## src/fwp_consts.vh

```
`ifndef FWP_CONSTS_VH
`define FWP_CONSTS_VH

// ==========================================
// instruction opcodes
`define FWP_OP_WRITE_ENABLE_CMD      8'h06
`define FWP_OP_WRDI      8'h04
`define FWP_OP_STATUS_WRITE_CMD      8'h01
`define FWP_OP_WRFR      8'h42
`define FWP_OP_PP        8'h02
`define FWP_OP_PP4       8'h12
`define FWP_OP_PPQ_A     8'h32
`define FWP_OP_PPQ_B     8'h38
`define FWP_OP_PPQ4_A    8'h34
`define FWP_OP_PPQ4_B    8'h3e
`define FWP_OP_SE_A      8'hd7
`define FWP_OP_SE_B      8'h20
`define FWP_OP_SE4       8'h21
`define FWP_OP_BE32      8'h52
`define FWP_OP_BE32_4    8'h5c
`define FWP_OP_BE64      8'hd8
`define FWP_OP_BE64_4    8'hdc
`define FWP_OP_CE_A      8'hc7
`define FWP_OP_CE_B      8'h60
`define FWP_OP_RP_NV     8'h65
`define FWP_OP_RP_V      8'h63
`define FWP_OP_RP_V_ALT  8'hc0
`define FWP_OP_ERP_NV    8'h85
`define FWP_OP_ERP_V     8'h83
`define FWP_OP_DLP_NV    8'h43
`define FWP_OP_DLP_V     8'h4a
`define FWP_OP_BANK_NV   8'h18
`define FWP_OP_BANK_V    8'hc5
`define FWP_OP_BANK_ALT  8'h17
`define FWP_OP_DYN_A     8'hfb
`define FWP_OP_DYN_B     8'he1
`define FWP_OP_PERS_A    8'hfd
`define FWP_OP_PERS_B    8'he3
`define FWP_OP_PERS_ER   8'he4

// ==========================================
// status and function register fields
`define FWP_ST_WIP       0
`define FWP_ST_WEL       1
`define FWP_ST_BP_LO     2
`define FWP_ST_BP_HI     5
`define FWP_ST_QE        6
`define FWP_ST_STATUS_WRITE_DISABLE      7
`define FWP_ST_RST       8'h00
`define FWP_FN_TBS       1

// ==========================================
// block geometry
`define FWP_BLK_SHIFT    16
`define FWP_BLK_TOTAL    12'h800
`define FWP_CNT_12       12'h600
`define FWP_CNT_13       12'h700
`define FWP_CNT_14       12'h780

// ==========================================
// apb register map
`define FWP_A_STATUS     4'h0
`define FWP_A_FUNC       4'h4
`define FWP_A_EVENT      4'h8
`define FWP_A_LAST       4'hc
`define FWP_EV_GO        0
`define FWP_EV_WEL       1
`define FWP_EV_PROT      2
`define FWP_EV_STATUS_WRITE_DISABLE      3
`define FWP_EV_BUSY      4

`endif

```

## src/fwp_range_check.v

```verilog
`timescale 1ns/1ps
`include "fwp_consts.vh"

module fwp_range_check #(
  parameter BLK_W = 11
) (
  input  wire [3:0]       bp_code,
  input  wire             bottom_sel,
  input  wire [BLK_W-1:0] blk_idx,
  output reg  [BLK_W:0]   prot_count,
  output reg              blk_protected
);

  // ==========================================
  // protected block count per code
  always @* begin
    case (bp_code)
      4'h0: prot_count = {(BLK_W+1){1'b0}};
      4'hc: prot_count = `FWP_CNT_12;
      4'hd: prot_count = `FWP_CNT_13;
      4'he: prot_count = `FWP_CNT_14;
      4'hf: prot_count = `FWP_BLK_TOTAL;
      default: prot_count = {{BLK_W{1'b0}}, 1'b1} << (bp_code - 4'h1);
    endcase
  end

  // ==========================================
  // compare target block against the range
  always @* begin
    if (bottom_sel) begin
      blk_protected = ({1'b0, blk_idx} < prot_count);
    end else begin
      blk_protected = ({1'b0, blk_idx} >= (`FWP_BLK_TOTAL - prot_count)) &&
                      (prot_count != {(BLK_W+1){1'b0}});
    end
  end

endmodule // fwp_range_check

```

## src/fwp_write_protect.v

```verilog
`timescale 1ns/1ps
`include "fwp_consts.vh"

// Functional notes
// - modifying instructions need a prior write-enable; ignored while latch clear
// - page program opcodes 02h 12h 32h/38h 34h/3Eh need the latch
// - 4KB sector erase D7h/20h and 21h need the latch
// - 32KB block erase 52h and 5Ch need the latch
// - 64KB block erase D8h and DCh need the latch
// - chip erase C7h/60h ignored unless all protect bits are zero
// - read parameter writes 65h and 63h need the latch
// - extended read parameter writes 85h and 83h need the latch
// - training pattern writes 43h and 4Ah need the latch
// - bank register writes 18h and C5h need the latch
// - alternate volatile opcodes C0h and 17h run without the latch
// - dynamic sector lock writes FBh and E1h need the latch
// - persistent lock writes FDh E3h and erase E4h need the latch
// - program or erase inside the protected area is inhibited
// - top select: code n protects highest 2^(n-1) blocks ending at 2047
// - codes 12-14 protect 1536/1792/1920 blocks; code 15 protects all
// - bottom select protects the same counts starting from block 0
// - disable bit set, protect pin low and quad enable clear: status write ignored
// - protect pin high or disable bit clear: status write allowed
// - quad enable clear uses protect/hold pins; set makes them data lanes
// - write-enable opcode 06h sets the latch
// - latch clears when a non-volatile write, program or erase completes
// - top/bottom select defaults top and is one-time programmable to bottom

module fwp_write_protect #(
  parameter ADDR_W = 27
) (
  input  wire              ref_clk,
  input  wire              reset_n,
  input  wire              psel,
  input  wire              penable,
  input  wire              pwrite,
  input  wire [31:0]       paddr,
  input  wire [31:0]       pwdata,
  output reg  [31:0]       prdata_r,
  output reg               pready_r,
  output reg               pslverr_r,
  input  wire              cmd_valid,
  input  wire [7:0]        cmd_opcode,
  input  wire [ADDR_W-1:0] cmd_addr,
  input  wire [7:0]        cmd_data,
  input  wire              op_done,
  input  wire              wp_n_pin,
  input  wire              hold_n_pin,
  output reg               cmd_go_r,
  output reg               cmd_drop_r,
  output reg  [7:0]        status_r,
  output reg               tbs_r,
  output reg               quad_lanes_r,
  output reg               hold_active_r,
  output reg               wp_active_r
);

  localparam BLK_W = ADDR_W - `FWP_BLK_SHIFT;

  // opcode classes
  localparam [3:0] CL_NONE   = 4'h0;
  localparam [3:0] CL_PROG   = 4'h1;
  localparam [3:0] CL_ERASE  = 4'h2;
  localparam [3:0] CL_CHIP   = 4'h3;
  localparam [3:0] CL_NVREG  = 4'h4;
  localparam [3:0] CL_VREG   = 4'h5;
  localparam [3:0] CL_FREE   = 4'h6;
  localparam [3:0] CL_WRITE_ENABLE_CMD   = 4'h7;
  localparam [3:0] CL_WRDI   = 4'h8;
  localparam [3:0] CL_STATUS_WRITE_CMD   = 4'h9;
  localparam [3:0] CL_WRFR   = 4'ha;

  // ==========================================
  // opcode classification
  function [3:0] op_class;
    input [7:0] op;
    begin
      case (op)
        `FWP_OP_PP, `FWP_OP_PP4,
        `FWP_OP_PPQ_A, `FWP_OP_PPQ_B,
        `FWP_OP_PPQ4_A, `FWP_OP_PPQ4_B: op_class = CL_PROG;
        `FWP_OP_SE_A, `FWP_OP_SE_B, `FWP_OP_SE4: op_class = CL_ERASE;
        `FWP_OP_BE32, `FWP_OP_BE32_4: op_class = CL_ERASE;
        `FWP_OP_BE64, `FWP_OP_BE64_4: op_class = CL_ERASE;
        `FWP_OP_CE_A, `FWP_OP_CE_B: op_class = CL_CHIP;
        `FWP_OP_RP_NV: op_class = CL_NVREG;
        `FWP_OP_RP_V: op_class = CL_VREG;
        `FWP_OP_ERP_NV: op_class = CL_NVREG;
        `FWP_OP_ERP_V: op_class = CL_VREG;
        `FWP_OP_DLP_NV: op_class = CL_NVREG;
        `FWP_OP_DLP_V: op_class = CL_VREG;
        `FWP_OP_BANK_NV: op_class = CL_NVREG;
        `FWP_OP_BANK_V: op_class = CL_VREG;
        `FWP_OP_RP_V_ALT, `FWP_OP_BANK_ALT: op_class = CL_FREE;
        `FWP_OP_DYN_A, `FWP_OP_DYN_B: op_class = CL_VREG;
        `FWP_OP_PERS_A, `FWP_OP_PERS_B,
        `FWP_OP_PERS_ER: op_class = CL_NVREG;
        `FWP_OP_WRITE_ENABLE_CMD: op_class = CL_WRITE_ENABLE_CMD;
        `FWP_OP_WRDI: op_class = CL_WRDI;
        `FWP_OP_STATUS_WRITE_CMD: op_class = CL_STATUS_WRITE_CMD;
        `FWP_OP_WRFR: op_class = CL_WRFR;
        default: op_class = CL_NONE;
      endcase
    end
  endfunction

  // ==========================================
  // pin synchronisers (three stages, change on agreement)
  reg  [2:0] wp_sync_r;
  reg  [2:0] hold_sync_r;
  reg        wp_level_r;
  reg        hold_level_r;

  always @(posedge ref_clk or negedge reset_n) begin
    if (!reset_n) begin
      wp_sync_r    <= 3'h7;
      hold_sync_r  <= 3'h7;
      wp_level_r   <= 1'b1;
      hold_level_r <= 1'b1;
    end else begin
      wp_sync_r   <= {wp_sync_r[1:0], wp_n_pin};
      hold_sync_r <= {hold_sync_r[1:0], hold_n_pin};
      if (wp_sync_r[1] == wp_sync_r[2]) begin
        wp_level_r <= wp_sync_r[2];
      end
      if (hold_sync_r[1] == hold_sync_r[2]) begin
        hold_level_r <= hold_sync_r[2];
      end
    end
  end

  // ==========================================
  // protection state
  reg         wel_r;
  reg         busy_r;
  reg  [3:0]  bp_r;
  reg         qe_r;
  reg         status_write_disable_r;
  reg  [4:0]  event_r;
  reg  [7:0]  last_op_r;
  reg  [4:0]  event_nxt;

  wire [3:0]  cls = op_class(cmd_opcode);
  wire [BLK_W-1:0] tgt_blk = cmd_addr[ADDR_W-1:`FWP_BLK_SHIFT];
  wire [BLK_W:0]   prot_count;
  wire        blk_prot;

  fwp_range_check #(
    .BLK_W         (BLK_W)
  ) u_range (
    .bp_code       (bp_r),
    .bottom_sel    (tbs_r),
    .blk_idx       (tgt_blk),
    .prot_count    (prot_count),
    .blk_protected (blk_prot)
  );

  // hardware protection mode: only meaningful while pin acts as protect
  wire hw_locked = status_write_disable_r & ~wp_level_r & ~qe_r;

  // ==========================================
  // decision on one instruction
  reg  go;
  reg  drop;
  reg  why_wel;
  reg  why_prot;
  reg  why_status_write_disable;

  always @* begin
    go       = 1'b0;
    drop     = 1'b0;
    why_wel  = 1'b0;
    why_prot = 1'b0;
    why_status_write_disable = 1'b0;
    if (cmd_valid && cls != CL_NONE) begin
      if (busy_r) begin
        drop = 1'b1;
      end else begin
        case (cls)
          CL_WRITE_ENABLE_CMD, CL_WRDI, CL_FREE: begin
            go = 1'b1;
          end
          CL_PROG, CL_ERASE: begin
            if (!wel_r) begin
              why_wel = 1'b1;
            end else if (blk_prot) begin
              why_prot = 1'b1;
            end else begin
              go = 1'b1;
            end
          end
          CL_CHIP: begin
            if (!wel_r) begin
              why_wel = 1'b1;
            end else if (bp_r != 4'h0) begin
              why_prot = 1'b1;
            end else begin
              go = 1'b1;
            end
          end
          CL_STATUS_WRITE_CMD: begin
            if (!wel_r) begin
              why_wel = 1'b1;
            end else if (hw_locked) begin
              why_status_write_disable = 1'b1;
            end else begin
              go = 1'b1;
            end
          end
          default: begin
            if (!wel_r) begin
              why_wel = 1'b1;
            end else begin
              go = 1'b1;
            end
          end
        endcase
        drop = why_wel | why_prot | why_status_write_disable;
      end
    end
  end

  // long operations raise busy and end on op_done
  wire starts_long = go && (cls == CL_PROG || cls == CL_ERASE ||
                            cls == CL_CHIP || cls == CL_NVREG ||
                            cls == CL_STATUS_WRITE_CMD || cls == CL_WRFR);

  // ==========================================
  // apb decode
  wire       apb_setup  = psel & ~penable;
  wire       apb_done   = psel & penable & pready_r;
  wire       addr_hit   = (paddr[31:4] == 28'h0000000) && (paddr[1:0] == 2'h0);
  wire       ev_clr_wr  = apb_done & pwrite & ~pslverr_r &
                          (paddr[3:0] == `FWP_A_EVENT);

  // software clears with ones, a new event in the same cycle wins
  always @* begin
    event_nxt = event_r;
    if (ev_clr_wr) begin
      event_nxt = event_r & ~pwdata[4:0];
    end
    if (go) begin
      event_nxt[`FWP_EV_GO] = 1'b1;
    end
    if (why_wel) begin
      event_nxt[`FWP_EV_WEL] = 1'b1;
    end
    if (why_prot) begin
      event_nxt[`FWP_EV_PROT] = 1'b1;
    end
    if (why_status_write_disable) begin
      event_nxt[`FWP_EV_STATUS_WRITE_DISABLE] = 1'b1;
    end
    if (drop && busy_r) begin
      event_nxt[`FWP_EV_BUSY] = 1'b1;
    end
  end

  // ==========================================
  // state update
  always @(posedge ref_clk or negedge reset_n) begin
    if (!reset_n) begin
      wel_r     <= 1'b0;
      busy_r    <= 1'b0;
      bp_r      <= 4'h0;
      qe_r      <= 1'b0;
      status_write_disable_r    <= 1'b0;
      tbs_r     <= 1'b0;
      event_r   <= 5'h00;
      last_op_r <= 8'h00;
      cmd_go_r  <= 1'b0;
      cmd_drop_r <= 1'b0;
    end else begin
      cmd_go_r   <= go;
      cmd_drop_r <= drop;
      event_r    <= event_nxt;
      if (cmd_valid) begin
        last_op_r <= cmd_opcode;
      end
      if (busy_r && op_done) begin
        busy_r <= 1'b0;
        wel_r  <= 1'b0;
      end else if (go) begin
        if (cls == CL_WRITE_ENABLE_CMD) begin
          wel_r <= 1'b1;
        end else if (cls == CL_WRDI) begin
          wel_r <= 1'b0;
        end
        if (starts_long) begin
          busy_r <= 1'b1;
        end
        if (cls == CL_STATUS_WRITE_CMD) begin
          bp_r   <= cmd_data[`FWP_ST_BP_HI:`FWP_ST_BP_LO];
          qe_r   <= cmd_data[`FWP_ST_QE];
          status_write_disable_r <= cmd_data[`FWP_ST_STATUS_WRITE_DISABLE];
        end
        if (cls == CL_WRFR && cmd_data[`FWP_FN_TBS]) begin
          tbs_r <= 1'b1;
        end
      end
    end
  end

  // ==========================================
  // status and pin-function outputs
  always @(posedge ref_clk or negedge reset_n) begin
    if (!reset_n) begin
      status_r      <= `FWP_ST_RST;
      quad_lanes_r  <= 1'b0;
      hold_active_r <= 1'b0;
      wp_active_r   <= 1'b0;
    end else begin
      status_r      <= {status_write_disable_r, qe_r, bp_r, wel_r, busy_r};
      quad_lanes_r  <= qe_r;
      // hold and protect functions only while the pins are not data lanes
      hold_active_r <= ~qe_r & ~hold_level_r;
      wp_active_r   <= hw_locked;
    end
  end

  // ==========================================
  // apb slave: read data captured in setup, one wait-free access phase
  always @(posedge ref_clk or negedge reset_n) begin
    if (!reset_n) begin
      prdata_r  <= 32'h00000000;
      pready_r  <= 1'b0;
      pslverr_r <= 1'b0;
    end else begin
      pready_r  <= apb_setup;
      pslverr_r <= apb_setup & ~addr_hit;
      if (apb_setup) begin
        case (paddr[3:0])
          `FWP_A_STATUS: prdata_r <= {24'h000000, status_r};
          `FWP_A_FUNC:   prdata_r <= {30'h00000000, tbs_r, 1'b0};
          `FWP_A_EVENT:  prdata_r <= {27'h0000000, event_r};
          `FWP_A_LAST:   prdata_r <= {4'h0, prot_count, 8'h00, last_op_r};
          default:       prdata_r <= 32'h00000000;
        endcase
      end else begin
        prdata_r <= 32'h00000000;
      end
    end
  end

endmodule // fwp_write_protect

```

## config.mk

```make
export PLATFORM = sky130hd
export DESIGN_NAME = fwp_write_protect
export DESIGN_NICKNAME = d
export VERILOG_FILES = /design/src/fwp_range_check.v /design/src/fwp_write_protect.v
export VERILOG_INCLUDE_DIRS = /design/src
export SDC_FILE = /design/constraint.sdc
export NUM_CORES = 1
export LEC_CHECK = 0
export BUFFER_PORTS_ARGS = -buffer_cell sky130_fd_sc_hd__buf_2
export CORE_MARGIN = 2
export CORE_UTILIZATION = 49
export CTS_CLUSTER_DIAMETER = 60
export DETAILED_ROUTE_END_ITERATION = 6
export GPL_TIMING_DRIVEN = 1
export PLACE_DENSITY = 0.89
export SLEW_MARGIN = 25
export SYNTH_ARGS = -nofsm -noshare
export SYNTH_HDL_FRONTEND = slang
export SYNTH_SLANG_ARGS = --single-unit
```

## constraint.sdc

```tcl
create_clock -name ref_clk -period 5.1 [get_ports ref_clk]
set_clock_uncertainty 0.2 [all_clocks]
set_input_delay 0.765 -clock ref_clk [delete_from_list [all_inputs] [get_ports ref_clk]]
set_output_delay 0.765 -clock ref_clk [all_outputs]
set_load 0.01 [all_outputs]
```

==> Flow_metrics.wiki, run 1 <==
{| class="wikitable"
! Metric !! Value
|-
| Clock tree root buffer cell || clkbuf_8
|-
| Worst setup path class || reg -> reg
|-
| GR Layer Usage met2 || 37.9%
|-
| Placed cell area || around 4400 um2
|-
| Number of flip-flops and latches in the synthesized netlist || 64
|-
| Largest stage delay on the critical path || 0.56 ns
|-
| Largest cells by area after synthesis || dfrtp_1 (35%), ha_1 (7.0%), dfstp_2 (5.3%)
|-
| Quantity of I/O buffers inserted on ports || 107
|-
| Outcome || completed
|-
| Overflow left after global routing || 0
|-
| Post-synthesis compound-gate area fraction || 13.0%
|-
| CP required || 5.09 ns
|-
| H-tree depth || 3
|-
| HPWL reported at the end of detailed placement || between 7000 and 8000 um
|-
| Min Tclk post-route || 4.13 ns
|-
| Synth Area in Simple Gates || between 20% and 30%
|-
| Via count || 3421
|-
| Total routing resource utilization after global routing || between 20% and 30%
|-
| Final #Nets || 637
|-
| Clock Path Buffers || 2
|-
| Skew-Pair Late Insertion Delay || 0.34 ns
|-
| I/O pin cnt || 164
|-
| Final design utilization || 59.6%
|-
| Most Used Layer, Global Route || met2
|-
| CP max-delay cell || a2111oi_2
|-
| Max Transition Viols Final || 0
|-
| Main synth FF type || dfrtp_1
|-
| Fraction of synthesized cell area in xor and xnor cells || 1.11%
|-
| Setup crit start || bp_r[0]
|-
| Count of different cell masters after synthesis || 69
|-
| Setup total negative slack || 0 ns
|-
| Number of maximum-capacitance constraint violations || 0
|-
| Initial core utilization || 50.8%
|-
| Share of synthesized cell area in full adder, half adder and majority cells || 7.48%
|-
| Initial antenna violation count || 0
|-
| Antenna Nets Post-Route || 0
|-
| Highest-count cells in the layout ignoring fill and taps || buf_2 (107), dfrtp_1 (56), nand2_1 (42)
|-
| Pin count of the biggest net entering global routing || 65
|-
| TritonCTS Buffers || 9
|-
| Via-per-instance ratio || about 5.6
|-
| Area grow syn2layout || 17.3%
|-
| Wire length of the first global-routing pass || 15800 um
|-
| Post-synth design cell area || 3950 um2
|-
| Drt wl/cell || roughly 16 um
|-
| Commonest non-fill, non-tap cell in the layout || buf_2
|-
| Dominant combinational cell family by area after synthesis || simple AND/OR/NAND/NOR gates
|-
| Yosys warnings || 0
|-
| Setup Fix Bufs, Post-CTS || 0
|-
| Footprint of the multi-input gates || 2100 um2
|-
| Async set or reset register ratio after synthesis || 100%
|-
| Remaining DRCs || 0
|-
| Core outline area || around 7800 um2
|-
| Instance count after placement with tap cells included || 590
|-
| Die Wd || around 94 um
|-
| Sequential-to-total area share from yosys stat || a little over 40%
|-
| Pre-CTS worst setup slack || around 1.0 ns
|-
| Global-route track usage on met1 || 30.4%
|-
| Die ar. || 8790 um2
|-
| P_leak || 2.17 nW
|-
| P per Cell Area || 242 nW/um2
|-
| Cell count after synthesis || 402
|-
| Portion of synthesized cell area occupied by the leading cell type || 35.5%
|-
| Number of detailed-route iterations in the first pass || 4
|-
| Die Y-Extent || ~94 um
|-
| Tightest Hold Check Type || reg -> reg
|-
| TritonCTS clock tree || built
|-
| Fraction of layout instances using a drive strength above 1 || 32.7%
|-
| Transition time at the pin with the least slew margin || 0.763 ns
|-
| Timing-limited maximum frequency || between 200 and 250 MHz
|-
| Iter 0 DRT Violations || 288
|-
| Sinks on the clock net || 64
|-
| Design area || 4630 um2
|-
| Fill cells || 690
|-
| Total wirelength of the detailed-routed design || just under 10000 um
|-
| Cell Chain, Critical Path || nor2_1, nand2_1, ha_1, o21ai_0, o211ai_1, a32o_1, ha_1, nand3_1, o21ba_2, a21oi_1, a2111o_1, nand4_1, a2111oi_2, o21ai_0
|-
| Post-synth EDFFs || 0
|-
| Arr. time, crit path || 4.12 ns
|-
| Clock transition at the registers of the reported paths || 0.07 ns
|-
| Worst Setup End Kind || flop
|-
| Cell taking the most area after synthesis || dfrtp_1
|-
| Quantity of gates resized following cts || 0
|-
| RSZ-0062 raised after global routing || no
|-
| Source of the worst register-to-register timing path || bp_r[0]
|-
| Final cell count without fillers || 606
|-
| Via count of the first global-routing pass || 3307
|-
| Kind of start point of the critical path || flop
|-
| Syn_area_per_cell || 9.82 um2
|-
| Final clock period utilization by the worst path || approximately four fifths
|-
| IR drop worst, VDD || 0.129 mV
|-
| Proportion of synthesized area in mux cells || 6.53%
|-
| Number of antenna cells inserted || 0
|-
| Number of failing hold endpoints at the final stage || 0
|-
| Maximum fanout along the worst path || 14
|-
| Final Setup Violations || 0
|-
| Worst min-delay path startpoint || hold_sync_r[0]
|-
| Number of core rows || 32
|-
| Final setup slack of the worst path || about 0.97 ns
|-
| Final GP Congestion || between 0.9 and 1
|-
| Cts hold-fix bufs || 0
|-
| Worst rel slew slack || 48.7%
|-
| Global routing met3 resource utilization || 4.98%
|-
| Footprint of the flip-flops and latches || 1610 um2
|}
[critical path: cells and delay by family, from the launching register on]
family,cells,cell delay (ns)
simple gates,4,0.82
compound gates,8,1.75
fa+ha+maj,2,0.64
flops,1,0.54
[cell usage after synthesis (4+ instances only)]
library cell,instances
nand4_1,12
buf_6,5
nand3_1,13
nor2b_1,12
dfstp_2,8
nor4b_1,4
nand2b_1,9
buf_4,15
nor4_1,10
nor3b_1,4
a21oi_1,16
o31ai_1,4
mux2_2,12
nand2_1,42
inv_1,9
ha_1,22
nor3_1,8
a22oi_1,4
dfrtp_1,56
clkbuf_1,8
mux2_4,6
nor2_1,38
o21ai_0,17
[per-layer routing]
metal  vias up  share of wire [%]
li1       1630                  -
met1      1623                 42
met2       146                 49
met3        22                7.2
met4         0                1.8
met5         -                  0
[area by class of cell]
type | count | area share [%]
sequential | 64 | 34.8
multi-input combinational | 305 | 45.4
clock inverter | 7 | 1.54
tap | 102 | 2.76
clock buffer | 9 | 2.67
timing repair buffer | 110 | 12.1
inverter | 9 | 0.730
[worst paths after layout]
kind	endpoint	slack [ns]	depth (start not counted)
setup / recovery	event_r[0]	0.97	14
hold / removal	hold_sync_r[1]	0.16	0
setup reg to reg	event_r[0]	0.97	14
hold reg to reg	hold_sync_r[1]	0.16	0
max in group asynchronous	prdata_r[26]	3.81	2
min in group asynchronous	hold_active_r	0.39	2
[where the power goes]
part	internal, W	switching [W]
clock	0.000225	0.000208
combinational	0.0000636	0.0000831
sequential	0.000529	0.0000114
[sequential cells by signal, indices dropped and copies added (netlist names), 3 cells and up]
name / count
hold_sync_r: 3
event_r: 5
prdata_r: 20
status_r: 8
bp_r: 4
last_op_r: 8
wp_sync_r: 3
[stage by stage]
stage | total power [W] | hold WS [ns]
after floorplan | 0.000641 | 0.145
after global placement | 0.000689 | 0.146
after detailed placement | 0.000696 | 0.150
after CTS | 0.00112 | 0.158
after global routing | 0.00117 | 0.165
final | 0.00112 | 0.162
[kinds of logic (layout without fill, tap and decap cells)]
logic type               count (synthesis)  in the layout
other                                    1             12
XOR/XNOR                                 5              5
buffers and inverters                   44            135
flip-flops                              64             64
multiplexers                            20             20
AO/OA/AOI/OAI                           71             71
adder cells (fa/ha/maj)                 24             24
AND/OR/NAND/NOR                        173            173
(Power assumes the default switching activity.)
==> run 2, diff against run 1 <==
--- a/config.mk
+++ b/config.mk
@@ -8,11 +8,11 @@
 export LEC_CHECK = 0
 export BUFFER_PORTS_ARGS = -buffer_cell sky130_fd_sc_hd__buf_2
 export CORE_MARGIN = 2
-export CORE_UTILIZATION = 49
+export CORE_UTILIZATION = 44
 export CTS_CLUSTER_DIAMETER = 60
 export DETAILED_ROUTE_END_ITERATION = 6
 export GPL_TIMING_DRIVEN = 1
-export PLACE_DENSITY = 0.89
+export PLACE_DENSITY = 0.85
 export SLEW_MARGIN = 25
 export SYNTH_ARGS = -nofsm -noshare
 export SYNTH_HDL_FRONTEND = slang
==> constraint.sdc (replaced) <==
create_clock -name ref_clk -period 3.65 [get_ports ref_clk]
set_clock_uncertainty 0.2 [all_clocks]
set_input_delay 0.5475 -clock ref_clk [delete_from_list [all_inputs] [get_ports ref_clk]]
set_output_delay 0.5475 -clock ref_clk [all_outputs]
set_load 0.01 [all_outputs]
==> Flow_metrics.wiki, run 2 (synthesized netlist as in run 1, its figures left out) <==
{| class="wikitable"
! Metric !! Value
|-
| Quantity of I/O buffers inserted on ports || 107
|-
| Iter 0 DRT Violations || around 350
|-
| CP required || 3.69 ns
|-
| P per Cell Area || 326 nW/um2
|-
| Remaining DRCs || 0
|-
| Worst setup path class || reg -> reg
|-
| Die ar. || ~10000 um2
|-
| Skew-Pair Late Insertion Delay || 0.35 ns
|-
| Number of core rows || 34
|-
| Hold EP || wp_sync_r[0]
|-
| Timing-limited maximum frequency || 285 MHz
|-
| Arr. time, crit path || about 3.5 ns
|-
| H-tree depth || 3
|-
| Worst reg2reg setup slack || between 0.1 and 0.15 ns
|-
| Power consumption || 0.00156 W
|-
| Final Setup Violations || 0
|-
| Quantity of gates resized following cts || 1
|-
| Setup Fix Bufs, Post-CTS || 0
|-
| Fill cells || ~760
|-
| Fraction of layout instances using a drive strength above 1 || 35.9%
|-
| Total wirelength of the detailed-routed design || 10000 um
|-
| Power spent charging and discharging nets || 0.000416 W
|-
| Drt wl/cell || 16.1 um
|-
| Die Wd || 98.7 um
|-
| Cts hold-fix bufs || 0
|-
| Overflow left after global routing || 0
|-
| Worst hold path depth || 1
|-
| Final clock period utilization by the worst path || 96.0%
|-
| Final cell count without fillers || between 600 and 700
|-
| TritonCTS clock tree || built
|-
| Transition time at the pin with the least slew margin || 0.880 ns
|-
| Number of flip-flops under the largest register name || 20
|-
| Initial antenna violation count || 0
|-
| Maximum fanout along the worst path || 7
|-
| P_leak || between 2 and 2.5 nW
|-
| I/O pin cnt || 164
|-
| Min Tclk post-route || 3.51 ns
|-
| Worst rel slew slack || 41.4%
|-
| Instance count after placement with tap cells included || 608
|-
| Die Y-Extent || 98.7 um
|-
| Antenna Nets Post-Route || 0
|-
| Clock Path Buffers || 2
|-
| Worst Setup End Kind || flop
|-
| Source of the worst register-to-register timing path || bp_r[2]
|-
| Via-per-instance ratio || approximately 5.7
|-
| Number of maximum-capacitance constraint violations || 0
|-
| Area grow syn2layout || 21.2%
|-
| TritonCTS Buffers || 9
|-
| Kind of start point of the critical path || flop
|-
| Max Transition Viols Final || 0
|-
| Final #Nets || 649
|-
| HPWL reported at the end of detailed placement || 7670 um
|-
| Core outline area || 8720 um2
|-
| IR drop worst, VDD || 0.154 mV
|-
| Number of antenna cells inserted || 0
|-
| Highest-count cells in the layout ignoring fill and taps || buf_2 (107), dfrtp_1 (55), nand2_1 (41)
|-
| Number of failing hold endpoints at the final stage || 0
|-
| Total routing resource utilization after global routing || 20.8%
|-
| Outcome || completed
|-
| Tightest Hold Check Type || in -> reg
|-
| Final GP Congestion || approximately 0.9
|-
| Initial core utilization || between 40% and 50%
|-
| Cell internal pwr || 0.00115 W
|-
| Clock group share of total power || 38.3%
|-
| Clock transition at the registers of the reported paths || 0.07 ns
|-
| Register containing the most flip-flops in the final layout || prdata_r
|-
| Cells on worst reg2reg path || 15
|-
| Wire length of the first global-routing pass || 16300 um
|-
| Pin count of the biggest net entering global routing || 40
|-
| R2r endpoint || tbs_r
|-
| Commonest non-fill, non-tap cell in the layout || buf_2
|-
| Net switching share of the total power || 26.6%
|-
| Sinks on the clock net || 64
|-
| Clock tree root buffer cell || clkbuf_8
|-
| Worst min-delay path startpoint || wp_n_pin
|-
| Number of detailed-route iterations in the first pass || 5
|-
| Part of the total power dissipated in combinational logic || 13.3%
|-
| Sequential share of power || 48.5%
|-
| Via count || 3535
|-
| Regs by FF count || prdata_r (20), last_op_r (8), status_r (8)
|-
| Via count of the first global-routing pass || roughly 3.5k
|}
-- run 2: worst max-delay path by stage --
stage | from | slack (ns) | cells after the start | end
finish | bp_r[2] | 0.14 | 15 | tbs_r
global route | bp_r[0] | -0.03 | 14 | tbs_r
CTS | bp_r[3] | 0.05 | 15 | tbs_r
detailed placement | bp_r[3] | 0.04 | 15 | tbs_r
global placement | bp_r[2] | 0.15 | 15 | tbs_r
floorplan | bp_r[0] | 0.01 | 16 | busy_r
-- run 2: area by class of cell --
class	instances	area [um2]	share of cell area, %
multi-input combinational	305	2160	45.1
clock buffer	9	124	2.59
clock inverter	7	72.6	1.52
inverter	9	33.8	0.706
sequential	64	1610	33.7
tap	108	135	2.82
timing repair buffer	122	648	13.5
-- run 2: routing by layer --
layer / vias up / part of all wire (%) / track usage [%]
li1: 1660 / - / -
met1: 1649 / 43 / 26.9
met2: 205 / 47 / 33.9
met3: 21 / 8.1 / 4.82
met4: 0 / 2.6 / 8.32
met5: - / 0 / 0
-- run 2: per-stage QoR --
stage                     worst slack [ns]  setup TNS [ns]  hold WS (ns)  area (um2)  utilization (%)
after floorplan                     0.0124               0        0.0519        3990                -
after global placement               0.154               0         0.147        4530             52.0
after detailed placement            0.0403               0         0.150        4530             52.0
after CTS                           0.0549               0        0.0964        4730             54.3
after global routing               -0.0305         -0.0305        0.0922        4790             54.9
final                                0.144               0         0.104        4790             54.9
-- run 2: power by group through the flow --
stage                     clock network (W)  registers, W  logic, W
final                              0.000598      0.000757  0.000207
after global routing               0.000645      0.000759  0.000232
after CTS                          0.000607      0.000757  0.000205
after detailed placement                  0      0.000770  0.000204
after global placement                    0      0.000768  0.000197
after floorplan                           0      0.000766  0.000130
-- run 2: worst max-delay path, cell delays in order (launching register included) --
cell and delay (ns):
dfrtp_1 0.43, nor2_1 0.17, nand2_1 0.15, ha_4 0.22, o21ai_1 0.12, o211ai_1 0.11, a32o_1 0.23, ha_1 0.30
nand3_1 0.10, o21ba_2 0.14, a21oi_1 0.05, a2111o_1 0.40, nand4_1 0.16, a2111oi_4 0.11, buf_4 0.18, o41ai_2 0.34
==> run 3, diff against run 2 <==
--- a/config.mk
+++ b/config.mk
@@ -6,13 +6,14 @@
 export SDC_FILE = /design/constraint.sdc
 export NUM_CORES = 1
 export LEC_CHECK = 0
+export ABC_AREA = 1
 export BUFFER_PORTS_ARGS = -buffer_cell sky130_fd_sc_hd__buf_2
 export CORE_MARGIN = 2
 export CORE_UTILIZATION = 44
 export CTS_CLUSTER_DIAMETER = 60
 export DETAILED_ROUTE_END_ITERATION = 6
 export GPL_TIMING_DRIVEN = 1
-export PLACE_DENSITY = 0.85
+export PLACE_DENSITY = 0.86
 export SLEW_MARGIN = 25
 export SYNTH_ARGS = -nofsm -noshare
 export SYNTH_HDL_FRONTEND = slang
==> Flow_metrics.wiki, run 3 <==
{| class="wikitable"
! Metric !! Value
|-
| Sinks on the clock net || 64
|-
| Most numerous cell in the Yosys netlist || nand2_1
|-
| Sequential share of power || between 40% and 50%
|-
| Die Y-Extent || ~100 um
|-
| TritonCTS clock tree || built
|-
| Drt wl/cell || 14.2 um
|-
| Via count || 3998
|-
| Total routing resource utilization after global routing || around a fifth
|-
| Initial antenna violation count || 0
|-
| Die Wd || approximately 100 um
|-
| Number of maximum-capacitance constraint violations || 0
|-
| Cell count after synthesis || approximately 510
|-
| Largest cells by area after synthesis || dfrtp_1 (36%), nand2_1 (13%), nor2_1 (8.0%)
|-
| Number of flip-flops and latches in the synthesized netlist || 64
|-
| Final clock period utilization by the worst path || 95.8%
|-
| Pre-CTS worst setup slack || -0.00547 ns
|-
| Power spent charging and discharging nets || 0.000419 W
|-
| I/O pin cnt || 164
|-
| Remaining DRCs || 0
|-
| Tightest Hold Check Type || in -> async
|-
| Register containing the most flip-flops in the final layout || prdata_r
|-
| Number of flip-flops under the largest register name || 20
|-
| TritonCTS Buffers || 9
|-
| Yosys warnings || 0
|-
| Syn_area_per_cell || 7.52 um2
|-
| Cts hold-fix bufs || 0
|-
| Skew-Pair Late Insertion Delay || between 0.3 and 0.4 ns
|-
| Timing-limited maximum frequency || about 290 MHz
|-
| Outcome || completed
|-
| Clock Path Buffers || 2
|-
| Number of failing hold endpoints at the final stage || 0
|-
| Min Tclk post-route || 3.50 ns
|-
| Clock tree root buffer cell || clkbuf_8
|-
| Fraction of layout instances using a drive strength above 1 || 27.8%
|-
| GR Layer Usage met2 || 36.4%
|-
| Clock group share of total power || 39.5%
|-
| Via-per-instance ratio || 5.34
|-
| Async set or reset register ratio after synthesis || 100%
|-
| Regs by FF count || prdata_r (20), last_op_r (8), status_r (8)
|-
| Pin count of the biggest net entering global routing || about 50
|-
| Arr. time, crit path || 3.52 ns
|-
| Worst rel slew slack || 37.6%
|-
| Clock transition at the registers of the reported paths || 0.07 ns
|-
| Final Setup Violations || 0
|-
| Power consumption || around 0.0017 W
|-
| Overflow left after global routing || 0
|-
| Antenna Nets Post-Route || 0
|-
| Via count of the first global-routing pass || 3705
|-
| Global routing met3 resource utilization || 3.09%
|-
| Portion of synthesized cell area occupied by the leading cell type || between 30 and 40%
|-
| IR drop worst, VDD || 0.192 mV
|-
| Setup total negative slack || 0 ns
|-
| Worst Setup End Kind || flop
|-
| Maximum fanout along the worst path || 5
|-
| P per Cell Area || 344 nW/um2
|-
| Core outline area || 8590 um2
|-
| Instance count after placement with tap cells included || 726
|-
| Top cells by count, synth || nand2_1 (134), nor2_1 (82), dfrtp_1 (56), inv_1 (56), nand3_1 (26)
|-
| Footprint of the flip-flops and latches || approximately 1600 um2
|-
| Final cell count without fillers || 749
|-
| Wire length of the first global-routing pass || between 15000 and 20000 um
|-
| Max Transition Viols Final || 0
|-
| Iter 0 DRT Violations || 241
|-
| Die ar. || approximately 9500 um2
|-
| Cell internal pwr || 0.00124 W
|-
| Main synth FF type || dfrtp_1
|-
| Net switching share of the total power || 25.3%
|-
| Fill cells || 782
|-
| P_leak || 2.64 nW
|-
| Footprint of the multi-input gates || 1990 um2
|-
| Post-synth EDFFs || 0
|-
| Final design utilization || 56.2%
|-
| Area grow syn2layout || 25.3%
|-
| Final GP Congestion || 0.911
|-
| Commonest non-fill, non-tap cell in the layout || nand2_1
|-
| Total wirelength of the detailed-routed design || 10600 um
|-
| Post-synth design cell area || ~3900 um2
|-
| Most Used Layer, Global Route || met2
|-
| Number of antenna cells inserted || 0
|-
| Worst setup path class || reg -> reg
|-
| Quantity of I/O buffers inserted on ports || 107
|-
| Initial core utilization || 44.8%
|-
| Kind of start point of the critical path || flop
|-
| Transition time at the pin with the least slew margin || around 0.93 ns
|-
| H-tree depth || 3
|-
| Count of different cell masters after synthesis || 38
|-
| Highest-count cells in the layout ignoring fill and taps || nand2_1 (130), buf_2 (106), nor2_1 (77)
|-
| Number of core rows || 34
|-
| Sequential-to-total area share from yosys stat || 41.8%
|-
| Part of the total power dissipated in combinational logic || approximately 14%
|-
| Final setup slack of the worst path || 0.152 ns
|-
| CP required || between 3 and 4 ns
|-
| Global-route track usage on met1 || 26.3%
|-
| Final #Nets || 774
|-
| HPWL reported at the end of detailed placement || 8220 um
|-
| Number of detailed-route iterations in the first pass || 5
|-
| Cell taking the most area after synthesis || dfrtp_1
|}
-- run 3: cell types whose count changed in the layout (fill, tap and decap cells not counted), sizes merged, moves of 5 or more --
cell    before  now
nand2b       9    1
a21oi       16   21
nand3       13   28
inv          9   63
nor2b       12    0
nand2       42  140
nand4       12   17
mux2        18    0
nor2        39   83
-- run 3: path summary, 6_finish.rpt --
| path | depth (start not counted) | endpoint | slack (ns) | start |
|---|---|---|---|---|
| worst min register to register | 0 | hold_sync_r[1] | 0.16 | hold_sync_r[0] |
| worst max-delay path | 27 | wel_r | 0.15 | bp_r[2] |
| max in group asynchronous | 2 | event_r[4] | 2.59 | reset_n |
| worst min-delay path | 1 | prdata_r[22] | 0.02 | reset_n |
| min in group ref_clk | 1 | wp_sync_r[0] | 0.11 | wp_n_pin |
| worst max register to register | 27 | wel_r | 0.15 | bp_r[2] |
-- run 3: worst max-delay path: stages, from the launching register on --
cell and delay, ns:
dfrtp_1 0.39, nor2_2 0.23, inv_2 0.07, nor2_2 0.16, inv_1 0.09, ha_2 0.20
inv_2 0.07, nor2_4 0.04, nand3_2 0.10, nor2_2 0.05, nand2_1 0.09, nor2_2 0.07
nand3_1 0.09, xnor2_1 0.13, inv_1 0.09, ha_4 0.29, nand3_4 0.07, nand2b_1 0.18
nand3_2 0.10, nand3_2 0.08, nand2_2 0.07, nand2_1 0.05, nand2_2 0.09, nand2_4 0.10
nand2_4 0.14, inv_2 0.05, nand2_1 0.05, nand2_1 0.05
-- run 3: area by class of cell --
cell class | instances | share of cell area (%)
Multi-Input combinational cell | 377 | 41.2
Tap cell | 108 | 2.80
Sequential cell | 64 | 33.4
Timing Repair Buffer | 120 | 13.2
Clock buffer | 13 | 3.08
Inverter | 64 | 4.98
Clock inverter | 3 | 1.35
-- run 3: power by group through the flow --
| stage | sequential, W | clock [W] | combinational [W] |
|---|---|---|---|
| 2_1_floorplan | 0.000782 | 0 | 0.000130 |
| 4_1_cts | 0.000772 | 0.000659 | 0.000225 |
| 3_3_place_gp | 0.000782 | 0 | 0.000215 |
| 5_1_grt | 0.000776 | 0.000692 | 0.000261 |
| 3_5_place_dp | 0.000784 | 0 | 0.000222 |
| 6_report | 0.000773 | 0.000656 | 0.000232 |
-- run 3: routing by layer --
metal	vias up	share of wire, %
met3	38	6.7
li1	1878	-
met1	1889	40
met4	0	3.4
met5	-	0
met2	193	50
-- run 3: cell families after synthesis --
family / count (synthesis) / synth area share (%)
AO/OA/AOI/OAI: 49 / 7.15
XOR/XNOR: 3 / 0.682
flip-flops: 64 / 41.8
adder cells (fa/ha/maj): 24 / 7.67
other: 1 / 0.0974
AND/OR/NAND/NOR: 288 / 33.0
buffers and inverters: 83 / 9.55
-- run 3: metrics by stage --
step                hold WS, ns  instance area (um2)
CTS                       0.106                 4710
finish                   0.0151                 4830
floorplan                0.0519                 3890
global route             0.0622                 4830
global placement          0.147                 4490
detailed placement        0.151                 4490
-- run 3: what timing repair did --
action	in CTS	in global routing
gates resized for setup	3	18
buffers inserted	0	6
pin swaps	0	10
endpoints found under the setup margin	4	13
cloned	0	1
